## src/design/abu_pkg.sv

```systemverilog
// Package: register map, field positions and opcodes of the address breakpoint unit
package abu_pkg;
   // Register byte offsets on the AHB-Lite bus
   localparam logic [7:0] ADDR_STATUS_CONTROL = 8'h00;
   localparam logic [7:0] ADDR_BREAK_HIGH = 8'h04;
   localparam logic [7:0] ADDR_BREAK_LOW = 8'h08;
   localparam logic [7:0] ADDR_AUXILIARY = 8'h0C;
   localparam logic [7:0] ADDR_WAIT_STATUS = 8'h10;
   localparam logic [7:0] ADDR_FLAG_CONTROL = 8'h14;
   // Field positions
   localparam int BIT_ENABLE = 7;
   localparam int BIT_ACTIVE = 6;
   localparam int BIT_WDOG_OFF = 0;
   localparam int BIT_WAIT_EXIT = 1;
   localparam int BIT_FLAG_CLEAR = 7;
   // Reset values
   localparam logic [7:0] RESET_BYTE = 8'h00;
   // Opcode forced into the instruction register on a break
   localparam logic [7:0] SOFT_TRAP_OPCODE = 8'h83;
   // Trap vectors, normal and monitor mode
   localparam logic [15:0] VECTOR_NORMAL = 16'hFFFC;
   localparam logic [15:0] VECTOR_MONITOR = 16'hFEFC;
   // AHB transfer type and size codes
   localparam logic [1:0] HTRANS_NONSEQ = 2'b10;
   localparam logic [2:0] HSIZE_WORD = 3'b010;
endpackage : abu_pkg

```

## src/design/abu_cpu_if.sv

```systemverilog
// Interface: CPU fetch side of the breakpoint unit, shared with the comparator
`timescale 1ns/1ps
`default_nettype none
interface abu_cpu_if;
   logic [15:0] fetch_addr;   // Address of CPU-generated fetch
   logic fetch_valid;         // Fetch on the bus this cycle
   logic fetch_opcode;        // Fetch is an opcode, not an operand
   logic insn_boundary;       // Next instruction is about to start
   logic hit;                 // Address match pulse
   modport matcher (input fetch_addr, input fetch_valid, output hit);
   modport core (output fetch_addr, output fetch_valid, input hit);
endinterface : abu_cpu_if
`default_nettype wire

```

## src/design/abu_top.sv

```systemverilog
// Address breakpoint unit: registers, break sequencing and side controls
// Summary of operation
// Enabled address match raises breakpoint request
// Break forces trap opcode, selects vector
// Writing one to active bit breaks
// Return from trap ends break state
// Opcode match breaks before instruction executes
// Operand match breaks after instruction completes
// Software break taken before next instruction
// Cleared active bit blocks repeat breaks
// Flag clears in break need enable
// Break halts first timer, blocks captures
// Watchdog off in monitor break if set
// Enable bit seven, reset clears it
// Active bit set on match, write-zero clears
// Break address two bytes, reset clears
// Wait-exit flag shows break left wait
// No break in wait or stop
// Software reloads address per repeated break
// Routine clears active bit before return
// Place break address on opcodes
//
// Chosen here: the AHB-Lite interface to the registers and the register offsets.
`timescale 1ns/1ps
`default_nettype none
module abu_top (
   input wire logic clk,
   input wire logic rst,
   // AHB-Lite slave
   input wire logic hsel,
   input wire logic [31:0] haddr,
   input wire logic [1:0] htrans,
   input wire logic hwrite,
   input wire logic [2:0] hsize,
   input wire logic [31:0] hwdata,
   input wire logic hready,
   output logic [31:0] hrdata,
   output logic hreadyout,
   output logic hresp,
   // CPU side
   input wire logic [15:0] fetch_addr,
   input wire logic fetch_valid,
   input wire logic fetch_opcode,
   input wire logic insn_boundary,
   input wire logic trap_return,
   input wire logic monitor_mode,
   input wire logic wait_mode,
   input wire logic emulation_mode,
   output logic breakpoint_request,
   output logic [7:0] forced_opcode,
   output logic [15:0] trap_vector,
   output logic break_state,
   output logic flag_clear_allowed,
   output logic timer_halt,
   output logic watchdog_disable
);
   // Sequencer states
   // RUN: watching fetches; PEND: break owed at the next instruction
   // boundary; BREAK: trap routine in progress until return from trap
   typedef enum logic [1:0] {ST_RUN, ST_PEND, ST_BREAK} abu_state_t;

   // All state of the unit
   // One packed record keeps reset and next-state handling in one place
   typedef struct packed {
      abu_state_t st;            // Break sequencer
      logic enable;              // break_enable_bit
      logic active;              // break_active_flag
      logic [7:0] addr_hi;       // break_address_high
      logic [7:0] addr_lo;       // break_address_low
      logic wdog_off;            // watchdog_off_in_break
      logic flag_clear;          // flag_clear_in_break_enable
      logic wait_exit;           // wait_exit_by_break_flag
      logic armed;               // Match may still fire a break
      logic wr_pend;             // Write data phase pending
      logic rd_pend;             // Read data phase pending
      logic [7:0] reg_addr;      // Latched register offset
      logic [31:0] rdata;        // Registered read data
      logic req;                 // Registered breakpoint request
   } abu_regs_t;

   // Registered state and its next value
   abu_regs_t q, d;
   // Fetch bundle shared with the comparator
   abu_cpu_if cpu ();
   // Address phase of a word access to this slave
   logic addr_phase;
   // Only the low byte of write data reaches the 8-bit registers
   logic [7:0] wbyte;

   // Pass fetch information to the comparator
   // Opcode and boundary qualifiers travel along for the sequencer
   assign cpu.fetch_addr = fetch_addr;
   assign cpu.fetch_valid = fetch_valid;
   assign cpu.fetch_opcode = fetch_opcode;
   assign cpu.insn_boundary = insn_boundary;

   // Comparator instance
   // Armed is folded into the enable so a disarmed unit never sees a hit
   abu_matcher u_match (
      .bus(cpu.matcher),
      .enable(q.enable && q.armed),
      .break_addr({q.addr_hi, q.addr_lo})
   );

   // Address phase accepted this cycle; narrower sizes are ignored, as every
   // register is one aligned word and partial writes would need byte lanes
   assign addr_phase = hsel && hready && htrans == abu_pkg::HTRANS_NONSEQ &&
      hsize == abu_pkg::HSIZE_WORD;
   assign wbyte = hwdata[7:0];

   // Next-state logic
   // Bus writes are applied before the sequencer, so a match in the same cycle
   // as a write that clears the active bit still wins and sets the flag
   always_comb begin
      d = q;
      d.req = 1'b0;
      d.wr_pend = addr_phase && hwrite;
      d.rd_pend = addr_phase && !hwrite;
      if (addr_phase) begin
         d.reg_addr = haddr[7:0];
      end
      // Register writes in the data phase
      // The data phase uses the offset latched in the address phase
      if (q.wr_pend) begin
         unique case (q.reg_addr)
            abu_pkg::ADDR_STATUS_CONTROL: begin
               d.enable = wbyte[abu_pkg::BIT_ENABLE];
               if (wbyte[abu_pkg::BIT_ACTIVE]) begin
                  d.active = 1'b1;
                  if (q.st == ST_RUN) begin
                     d.st = ST_PEND;
                  end
               end else begin
                  // Clearing a set flag inside the routine disarms until the
                  // address is reloaded; a plain setup write leaves it armed
                  if (q.active) begin
                     d.armed = 1'b0;
                  end
                  d.active = 1'b0;
               end
            end
            abu_pkg::ADDR_BREAK_HIGH: begin
               d.addr_hi = wbyte;
               d.armed = 1'b1;
            end
            abu_pkg::ADDR_BREAK_LOW: begin
               d.addr_lo = wbyte;
               d.armed = 1'b1;
            end
            abu_pkg::ADDR_AUXILIARY: d.wdog_off = wbyte[abu_pkg::BIT_WDOG_OFF];
            abu_pkg::ADDR_FLAG_CONTROL: d.flag_clear = wbyte[abu_pkg::BIT_FLAG_CLEAR];
            default: ;
         endcase
      end
      // Read data register
      // Unmapped offsets and the unused upper bits read as zero
      d.rdata = '0;
      if (addr_phase && !hwrite) begin
         unique case (haddr[7:0])
            abu_pkg::ADDR_STATUS_CONTROL: begin
               d.rdata[abu_pkg::BIT_ENABLE] = q.enable;
               d.rdata[abu_pkg::BIT_ACTIVE] = q.active;
            end
            abu_pkg::ADDR_BREAK_HIGH: d.rdata[7:0] = q.addr_hi;
            abu_pkg::ADDR_BREAK_LOW: d.rdata[7:0] = q.addr_lo;
            abu_pkg::ADDR_AUXILIARY: d.rdata[abu_pkg::BIT_WDOG_OFF] = q.wdog_off;
            abu_pkg::ADDR_WAIT_STATUS: d.rdata[abu_pkg::BIT_WAIT_EXIT] = q.wait_exit;
            abu_pkg::ADDR_FLAG_CONTROL: d.rdata[abu_pkg::BIT_FLAG_CLEAR] = q.flag_clear;
            default: ;
         endcase
      end
      // Break sequencer
      // A break already owed or in progress ignores further matches, so a
      // routine that touches the break address cannot nest breaks
      unique case (q.st)
         ST_RUN: begin
            if (cpu.hit) begin
               d.active = 1'b1;
               if (cpu.fetch_opcode) begin
                  // Opcode match: the trap opcode replaces the fetched one,
                  // so the matched instruction never starts
                  d.req = 1'b1;
                  d.st = ST_BREAK;
                  d.wait_exit = wait_mode && emulation_mode;
               end else begin
                  // Operand match: the instruction runs to its end first
                  d.st = ST_PEND;
               end
            end
         end
         ST_PEND: begin
            // Operand matches and software breaks wait for the instruction
            // boundary, so the trap lands before the next one starts  R6 R7
            if (cpu.insn_boundary) begin
               d.req = 1'b1;
               d.st = ST_BREAK;
               d.wait_exit = wait_mode && emulation_mode;
            end
         end
         ST_BREAK: begin
            // Wait-exit flag only means something within one break
            if (trap_return) begin
               d.st = ST_RUN;
               d.wait_exit = 1'b0;
            end
         end
         default: d.st = ST_RUN;
      endcase
   end

   // State register
   // Reset loads constants only; armed starts set so a fresh address works
   always_ff @(posedge clk or posedge rst) begin
      if (rst) begin
         q <= '0;
         q.st <= ST_RUN;
         q.armed <= 1'b1;
      end else begin
         q <= d;
      end
   end

   // Outputs
   // Read data come from a register loaded in the address phase, so they
   // stand for the whole data phase
   assign hrdata = q.rdata;
   // No wait states and never an error: unmapped offsets read zero
   assign hreadyout = 1'b1;
   assign hresp = 1'b0;
   assign breakpoint_request = q.req;
   assign forced_opcode = abu_pkg::SOFT_TRAP_OPCODE;
   assign trap_vector = monitor_mode ? abu_pkg::VECTOR_MONITOR : abu_pkg::VECTOR_NORMAL;
   assign break_state = (q.st == ST_BREAK);
   // The unit only grants clears; each module must honour the permission
   assign flag_clear_allowed = !break_state || q.flag_clear;
   assign timer_halt = break_state;
   // Watchdog keeps running outside monitor mode even with the bit set
   assign watchdog_disable = break_state && monitor_mode && q.wdog_off;

   // Checks of break sequencing, register flags and the side controls

   // Request follows a pending boundary or an opcode match
   req_cause_a: assert property (@(posedge clk) disable iff (rst)
      breakpoint_request |-> ($past(q.st) == ST_PEND && $past(insn_boundary)) ||
         ($past(q.st) == ST_RUN && $past(cpu.hit) && $past(fetch_opcode)))
      else $error("request without pending break");

   // Request is a single-cycle pulse
   req_pulse_a: assert property (@(posedge clk) disable iff (rst)
      breakpoint_request |=> !breakpoint_request)
      else $error("request longer than one cycle");

   // Opcode match traps at once, before the instruction starts
   opcode_first_a: assert property (@(posedge clk) disable iff (rst)
      q.st == ST_RUN && cpu.hit && cpu.fetch_opcode |=> breakpoint_request && break_state)
      else $error("opcode match did not trap at once");

   // Operand match waits for the instruction to end
   operand_wait_a: assert property (@(posedge clk) disable iff (rst)
      q.st == ST_RUN && cpu.hit && !cpu.fetch_opcode |=> !breakpoint_request && q.st == ST_PEND)
      else $error("operand match trapped too early");

   // Writing one to the active bit owes a break
   soft_start_a: assert property (@(posedge clk) disable iff (rst)
      q.wr_pend && q.reg_addr == abu_pkg::ADDR_STATUS_CONTROL && wbyte[abu_pkg::BIT_ACTIVE] &&
         q.st == ST_RUN && !cpu.hit |=> q.active && q.st == ST_PEND)
      else $error("software write did not owe a break");

   // An owed break is taken at the next instruction boundary
   soft_break_a: assert property (@(posedge clk) disable iff (rst)
      q.st == ST_PEND && cpu.insn_boundary |=> breakpoint_request && break_state)
      else $error("owed break not taken at boundary");

   // Break persists until return
   break_hold_a: assert property (@(posedge clk) disable iff (rst)
      break_state && !trap_return |=> break_state)
      else $error("break left without return");

   // Return from trap ends the break
   return_end_a: assert property (@(posedge clk) disable iff (rst)
      break_state && trap_return |=> !break_state)
      else $error("break kept after return");

   // Timer halts from the very cycle the break is requested
   timer_halt_a: assert property (@(posedge clk) disable iff (rst)
      $rose(break_state) |-> timer_halt && breakpoint_request)
      else $error("timer not halted");

   // Flags protected
   flag_guard_a: assert property (@(posedge clk) disable iff (rst)
      break_state && !q.flag_clear |-> !flag_clear_allowed)
      else $error("flag clear not blocked");

   // Watchdog off only in break
   wdog_off_a: assert property (@(posedge clk) disable iff (rst)
      watchdog_disable |-> break_state && q.wdog_off)
      else $error("watchdog disabled outside break");

   // Match sets the active bit and picks the path by fetch kind
   active_set_a: assert property (@(posedge clk) disable iff (rst)
      q.st == ST_RUN && cpu.hit |=>
         q.active && q.st == ($past(cpu.fetch_opcode) ? ST_BREAK : ST_PEND))
      else $error("match did not set active");

   // Clearing a set active bit disarms the comparator
   active_disarm_a: assert property (@(posedge clk) disable iff (rst)
      q.wr_pend && q.reg_addr == abu_pkg::ADDR_STATUS_CONTROL &&
         !wbyte[abu_pkg::BIT_ACTIVE] && q.active |=> !q.armed)
      else $error("active clear did not disarm");

   // A disarmed unit never matches
   armed_gate_a: assert property (@(posedge clk) disable iff (rst)
      !q.armed |-> !cpu.hit)
      else $error("hit while disarmed");

   // Loading either address byte arms the comparator again
   addr_rearm_a: assert property (@(posedge clk) disable iff (rst)
      q.wr_pend && (q.reg_addr == abu_pkg::ADDR_BREAK_HIGH ||
         q.reg_addr == abu_pkg::ADDR_BREAK_LOW) |=> q.armed)
      else $error("address load did not arm");

   // A cleared enable bit blocks every match
   enable_gate_a: assert property (@(posedge clk) disable iff (rst)
      !q.enable |-> !cpu.hit)
      else $error("hit while disabled");

   // No match without a fetch
   no_idle_hit_a: assert property (@(posedge clk) disable iff (rst)
      !fetch_valid |-> !cpu.hit)
      else $error("hit without fetch");

   // Wait-exit flag is taken at break entry
   wait_set_a: assert property (@(posedge clk) disable iff (rst)
      breakpoint_request |-> q.wait_exit == $past(wait_mode && emulation_mode))
      else $error("wait exit flag wrong at entry");

   // Return clears the wait-exit flag
   wait_clear_a: assert property (@(posedge clk) disable iff (rst)
      break_state && trap_return |=> !q.wait_exit)
      else $error("wait exit flag kept after return");

   // Monitor vector selection
   vector_sel_a: assert property (@(posedge clk) disable iff (rst)
      monitor_mode |-> trap_vector == abu_pkg::VECTOR_MONITOR)
      else $error("wrong monitor vector");

   // Normal vector selection
   vector_norm_a: assert property (@(posedge clk) disable iff (rst)
      !monitor_mode |-> trap_vector == abu_pkg::VECTOR_NORMAL)
      else $error("wrong normal vector");
endmodule : abu_top
`default_nettype wire

```

## src/design/abu_matcher.sv

```systemverilog
// Address comparator of the breakpoint unit
`timescale 1ns/1ps
`default_nettype none
module abu_matcher (
   abu_cpu_if.matcher bus,
   input wire logic enable,
   input wire logic [15:0] break_addr
);
   // Only a live fetch can match; in wait/stop no fetch occurs, so no hit  R16
   assign bus.hit = enable && bus.fetch_valid && (bus.fetch_addr == break_addr);
endmodule : abu_matcher
`default_nettype wire

```

## config.mk

```make
export PLATFORM = sky130hd
export DESIGN_NAME = abu_top
export DESIGN_NICKNAME = d
export VERILOG_FILES = /design/src/design/abu_pkg.sv /design/src/design/abu_cpu_if.sv /design/src/design/abu_top.sv /design/src/design/abu_matcher.sv
export SDC_FILE = /design/constraint.sdc
export NUM_CORES = 1
export LEC_CHECK = 0
export ABC_AREA = 1
export BUFFER_PORTS_ARGS = -buffer_cell sky130_fd_sc_hd__buf_2
export CORE_MARGIN = 2
export CORE_UTILIZATION = 39
export CTS_BUF_LIST = sky130_fd_sc_hd__clkbuf_4 sky130_fd_sc_hd__clkbuf_8
export DETAILED_ROUTE_END_ITERATION = 8
export HOLD_SLACK_MARGIN = 0.15
export PLACE_DENSITY = 0.72
export SLEW_MARGIN = 25
export SYNTH_ARGS = -nofsm -noshare
export SYNTH_HDL_FRONTEND = slang
export SYNTH_HIERARCHICAL = 1
export SYNTH_SLANG_ARGS = --single-unit
```

## constraint.sdc

```tcl
create_clock -name clk -period 2.3 [get_ports clk]
set_input_delay 0.23 -clock clk [delete_from_list [all_inputs] [get_ports clk]]
set_output_delay 0.23 -clock clk [all_outputs]
set_load 0.005 [all_outputs]
```

# Word level (Yosys, flattened, before mapping)
# Cells that the tools add are included.
# classes
n_eq_ne	20
muxes	35
reduce_logical	27
# ops
operator	count
8-bit by 4-bit == test with 1-bit output (second input constant)	4
8-bit by 5-bit == test with 1-bit output (second input constant)	3
8-bit 2-to-1 mux	3
22-bit 2-to-1 mux	1
16-bit == test	1
8-bit by 3-bit == test with 1-bit output (second input constant)	2
8-bit zero test	2
1-bit 2-to-1 mux	14
2-bit 2-to-1 mux	6
2-bit inequality test (second input constant)	6
1-bit one-hot mux with 3 select lines	4
1-bit logical AND	11
2-bit AND reduction	5
9-bit 2-to-1 mux	1
4-bit one-hot mux with 2 select lines	1
2-bit one-hot mux with 3 select lines	1
5-bit AND reduction	1
2-bit == test (second input constant)	2
4-bit 2-to-1 mux	1
1-bit one-hot mux with 2 select lines	2
1-bit one-hot mux with 4 select lines	1
4-bit AND reduction	1
3-bit by 2-bit == test with 1-bit output (second input constant)	1
3-bit nonzero test	1
other kinds (6)	7
# word_totals
reg_bits	42
in_bits	97
out_inout_bits	63
elab_cells	95

# Logic depth before layout (Yosys ltp)
# depth
depth_word	7
depth_mapped	13
ltp_nobuf	13

# By module
# Netlist, hierarchy kept.
# modules_own_cells
mod	instances	cells_each	area_each_um2	seq_area_each_um2
abu_top	1	316	2563.7	1052.3
abu_matcher	1	60	271.5	0.0

# Worst setup path after synthesis
# Ideal clock, no wire load.
# synth_timing
path_kind	register -> register
from	register q[43] in the netlist's numbering
to	register q[44] in the netlist's numbering
setup_ns	0.126
t_arrival_ns	1.469
required_time_ns	2.174
slack_ns	0.705
stages_incl_launch_ff	14
path_buffers	0
period_less_slack_ns	1.595
cell_sequence	dfstp_2 nand2_1 inv_1 nand2_1 a21oi_1 nand2_1 nor2_1 nand3_1 nor2_1 nand2_1 nand2_1 nand4_1 nand2_1 o21ai_0
# synth_between
elab_chain_len	5
# synth_rtl
element	line	text
start, declared	abu_top.sv:82	abu_regs_t q, d;
1-bit logical AND	abu_top.sv:101	.enable(q.enable && q.armed),
1-bit logical AND (2 in series)	abu_matcher.sv:10	assign bus.hit = enable && bus.fetch_valid && (bus.fetch_addr == break_addr);
net cpu.hit	abu_cpu_if.sv:9	logic hit;
2-bit inequality test (no line)	-	
5-bit AND reduction (no line)	-	
# The timed path passes the listed nets, and every way through them passes these cells.
# A chain may end at the register's enable or synchronous reset.

# Worst setup path in the final report
# Ends and elaborated chain as after synthesis.

==> metrics.md <==
| Metric | Value |
|---|---|
| Status | `completed` |
| Sequential share of power | `0.519` |
| CTS Buf Count | `5` |
| Top cells by count, synth | `nand2_1 (81), buf_4 (59), inv_1 (48), dfrtp_1 (41), nor2_1 (34)` |
| Avg Vias per Cell | `4.31` |
| Final setup fails | `0` |
| Antenna violations before repair | `0` |
| First-pass GRT wire length | `9.11 mm` |
| Unique masters post-synth | `32` |
| Overflow left after global routing | `0` |
| Depth of the CTS H-tree | `2` |
| Worst EP arrival | `2.05 ns` |
| Initial Util | `0.397` |
| Area contributors post-synth | `dfrtp_1 (36%), buf_4 (16%), nand2_1 (11%)` |
| CTS tree | `built` |
| Synth Register Bits | `42` |
| Wirelength per Cell | `10.8 um` |
| IO buf count | `62` |
| Worst Path Max Fanout | `4` |
| Area growth syn-to-layout | `9.53%` |
| Share of cells above drive strength 1 | `0.267` |
| Placer Congestion | `0.845` |
| Iter 0 DRT Violations | `165` |
| Worst-path clk slew | `0.08 ns` |
| RSZ-0062 raised after global routing | `false` |
| Largest net degree at the start of global routing | `43` |
| Comb power frac | `0.142` |
| Yosys top cell by area | `dfrtp_1` |
| Tcrit/Tclk final | `0.813` |
| CTS Buffer Depth | `2` |
| Clock share of power | `0.339` |
| Ant diodes | `0` |
| Synth top area share | `0.362` |
| Core Area | `0.00714 mm2` |
| Post-DP HPWL | `4.39 mm` |
| Worst IR Drop VDD | `0.218 mV` |
| Leak | `1.78 nW` |
| Final nets | `531` |
| PD cells | `482 mW/mm2` |
| Sw Share | `0.271` |
| Die area | `0.00797 mm2` |
| Hold WC Path Type | `in -> reg` |
| Required time of the worst setup path | `2.48 ns` |
| Critical path class | `reg -> reg` |
| Die Width | `89.3 um` |
| Synth Flop Type | `dfrtp_1` |
| Vias in the first global route | `2041` |
| Max Clk Rate | `535 MHz` |
| Startpoint Class | `flip-flop` |
| Slew @ Worst Pin | `0.533 ns` |
| CTS resizes | `0` |
| Die Y-Extent | `89.3 um` |
| Final ANT Viol Nets | `0` |
| Most frequent cell after synthesis | `nand2_1` |
| FP Rows | `31` |
| Synth warn | `6` |
| Async S/R FF share, synth | `1.00` |
| Clock Latency Late Sink | `0.29 ns` |
| Final min period | `1.87 ns` |
| Gr usage total | `0.148` |
| Setup crit end kind | `flip-flop` |
| Mean Syn Cell Area | `7.54 um2` |
| Clock Root Buffer | `clkbuf_8` |
| Router iterations before antenna repair | `5` |
| Via count | `2300` |
| Synth Instances | `376` |
| Layout Skew | `0.00569 ns` |
| Post-synth EDFFs | `0` |
| Power Internal | `1.09 mW` |
| Fin util | `0.435` |
| Total Wirelength | `5.76 mm` |
| Sw power | `0.405 mW` |
| Hold Violations, Final | `0` |
| Slew Viols, Final | `0` |
| Register area share after synthesis | `0.371` |
| Fillers | `743` |
| Max-cap viol count | `0` |
| Slew headroom | `0.645` |
| Synth Cell Area | `0.00284 mm2` |
| Setup TNS | `0 ns` |
| I/O pins | `160` |
| Clock sink count | `42` |
| DRC | `0` |
==> routing by layer <==
metal | share of wire | global-route usage | up-vias
li1 | - | - | 1168
met3 | 0.059 | 0.0286 | 8
met4 | 0.017 | 0.0678 | 0
met2 | 0.50 | 0.246 | 86
met5 | 0 | 0 | -
met1 | 0.43 | 0.187 | 1038
==> placed cells by master, fill, tap and decap left out, types with 2 or more instances in the layout <==
master         count
inv_1             48
o21ai_1            9
o22ai_1            2
nor3_1             2
xnor2_1            4
nand2_2            7
inv_2              8
buf_2             62
nand3b_1           2
xor2_1             2
nor2_2             5
o21ai_0            4
nor2_1            34
buf_4              2
conb_1            49
nand3_1           26
dfrtp_1           41
dlygate4sd3_1      2
clkbuf_8           6
nand4_1            3
o21ai_2           16
a211oi_1           2
nand2_1           81
a21oi_1            7
==> stage by stage <==
step	cells	total power, mW	setup WS [ns]	instance area, um2	hold WS, ns
2_1_floorplan	423	0.982	0.705	3010	0.336
3_3_place_gp	524	0.993	0.473	2990	0.388
3_5_place_dp	524	0.999	0.459	2990	0.402
4_1_cts	534	1.50	0.448	3110	0.194
5_1_grt	534	1.58	0.272	3110	0.201
6_report	534	1.50	0.430	3110	0.200
==> final cells by class <==
| class | instances | area, um2 | share of cell area |
|---|---|---|---|
| flip-flops and latches | 42 | 1050 | 0.339 |
| repair buffers | 66 | 345 | 0.111 |
| well taps | 99 | 124 | 0.0399 |
| inverters | 56 | 210 | 0.0677 |
| multi-input cells | 263 | 1280 | 0.412 |
| clock inverters | 1 | 5.00 | 0.00161 |
| clock buffers | 7 | 90.1 | 0.0290 |
==> registers in the layout, indices dropped and copies added (netlist names) <==
register,cells
q,33
hrdata,8
breakpoint_request,1
==> worst paths after layout <==
kind | slack (ns) | endpoint | cells after the start | start
worst max-delay path | 0.43 | q[44] | 13 | q[43]
worst min-delay path | 0.20 | q[63] | 3 | hwdata[6]
worst max register to register | 0.43 | q[44] | 13 | q[43]
worst min register to register | 0.47 | q[43] | 2 | q[43]
max in group asynchronous | 1.30 | q[43] | 4 | rst
min in group asynchronous | 0.60 | q[33] | 4 | rst
==> power by group through the flow <==
stage / sequential [mW] / combinational [mW] / clock [mW]
2_1_floorplan: 0.787 / 0.195 / 0
3_3_place_gp: 0.790 / 0.203 / 0
3_5_place_dp: 0.791 / 0.209 / 0
4_1_cts: 0.776 / 0.212 / 0.516
5_1_grt: 0.779 / 0.247 / 0.555
6_report: 0.776 / 0.212 / 0.508
==> cell families (layout without fill, tap and decap cells) <==
logic type / after synthesis / after routing / synth area share
AOI/OAI and AO/OA: 41 / 41 / 0.0971
xor gates and xnor gates: 6 / 6 / 0.0185
buffers and inverters: 118 / 130 / 0.240
DFF: 42 / 42 / 0.371
other: 2 / 49 / 0.00265
and+or+nand+nor: 167 / 167 / 0.271
==> repair_timing <==
action,4_1_cts,5_1_grt
buffers inserted,0,0
hold endpoints to repair,42,0
hold buffers,2,0
==> critical path, cell delays in order, from the launching register on <==
cell and delay, ns:
dfstp_2 0.53, nand2_1 0.04, inv_1 0.05, nand2_1 0.05
a21oi_1 0.11, nand2_1 0.06, nor2_1 0.10, nand3_1 0.08
nor2_1 0.29, nand2_1 0.09, nand2_1 0.09, nand4_1 0.12
nand2_1 0.07, o21ai_0 0.07
No activity file was read; power rests on OpenSTA's default activity.
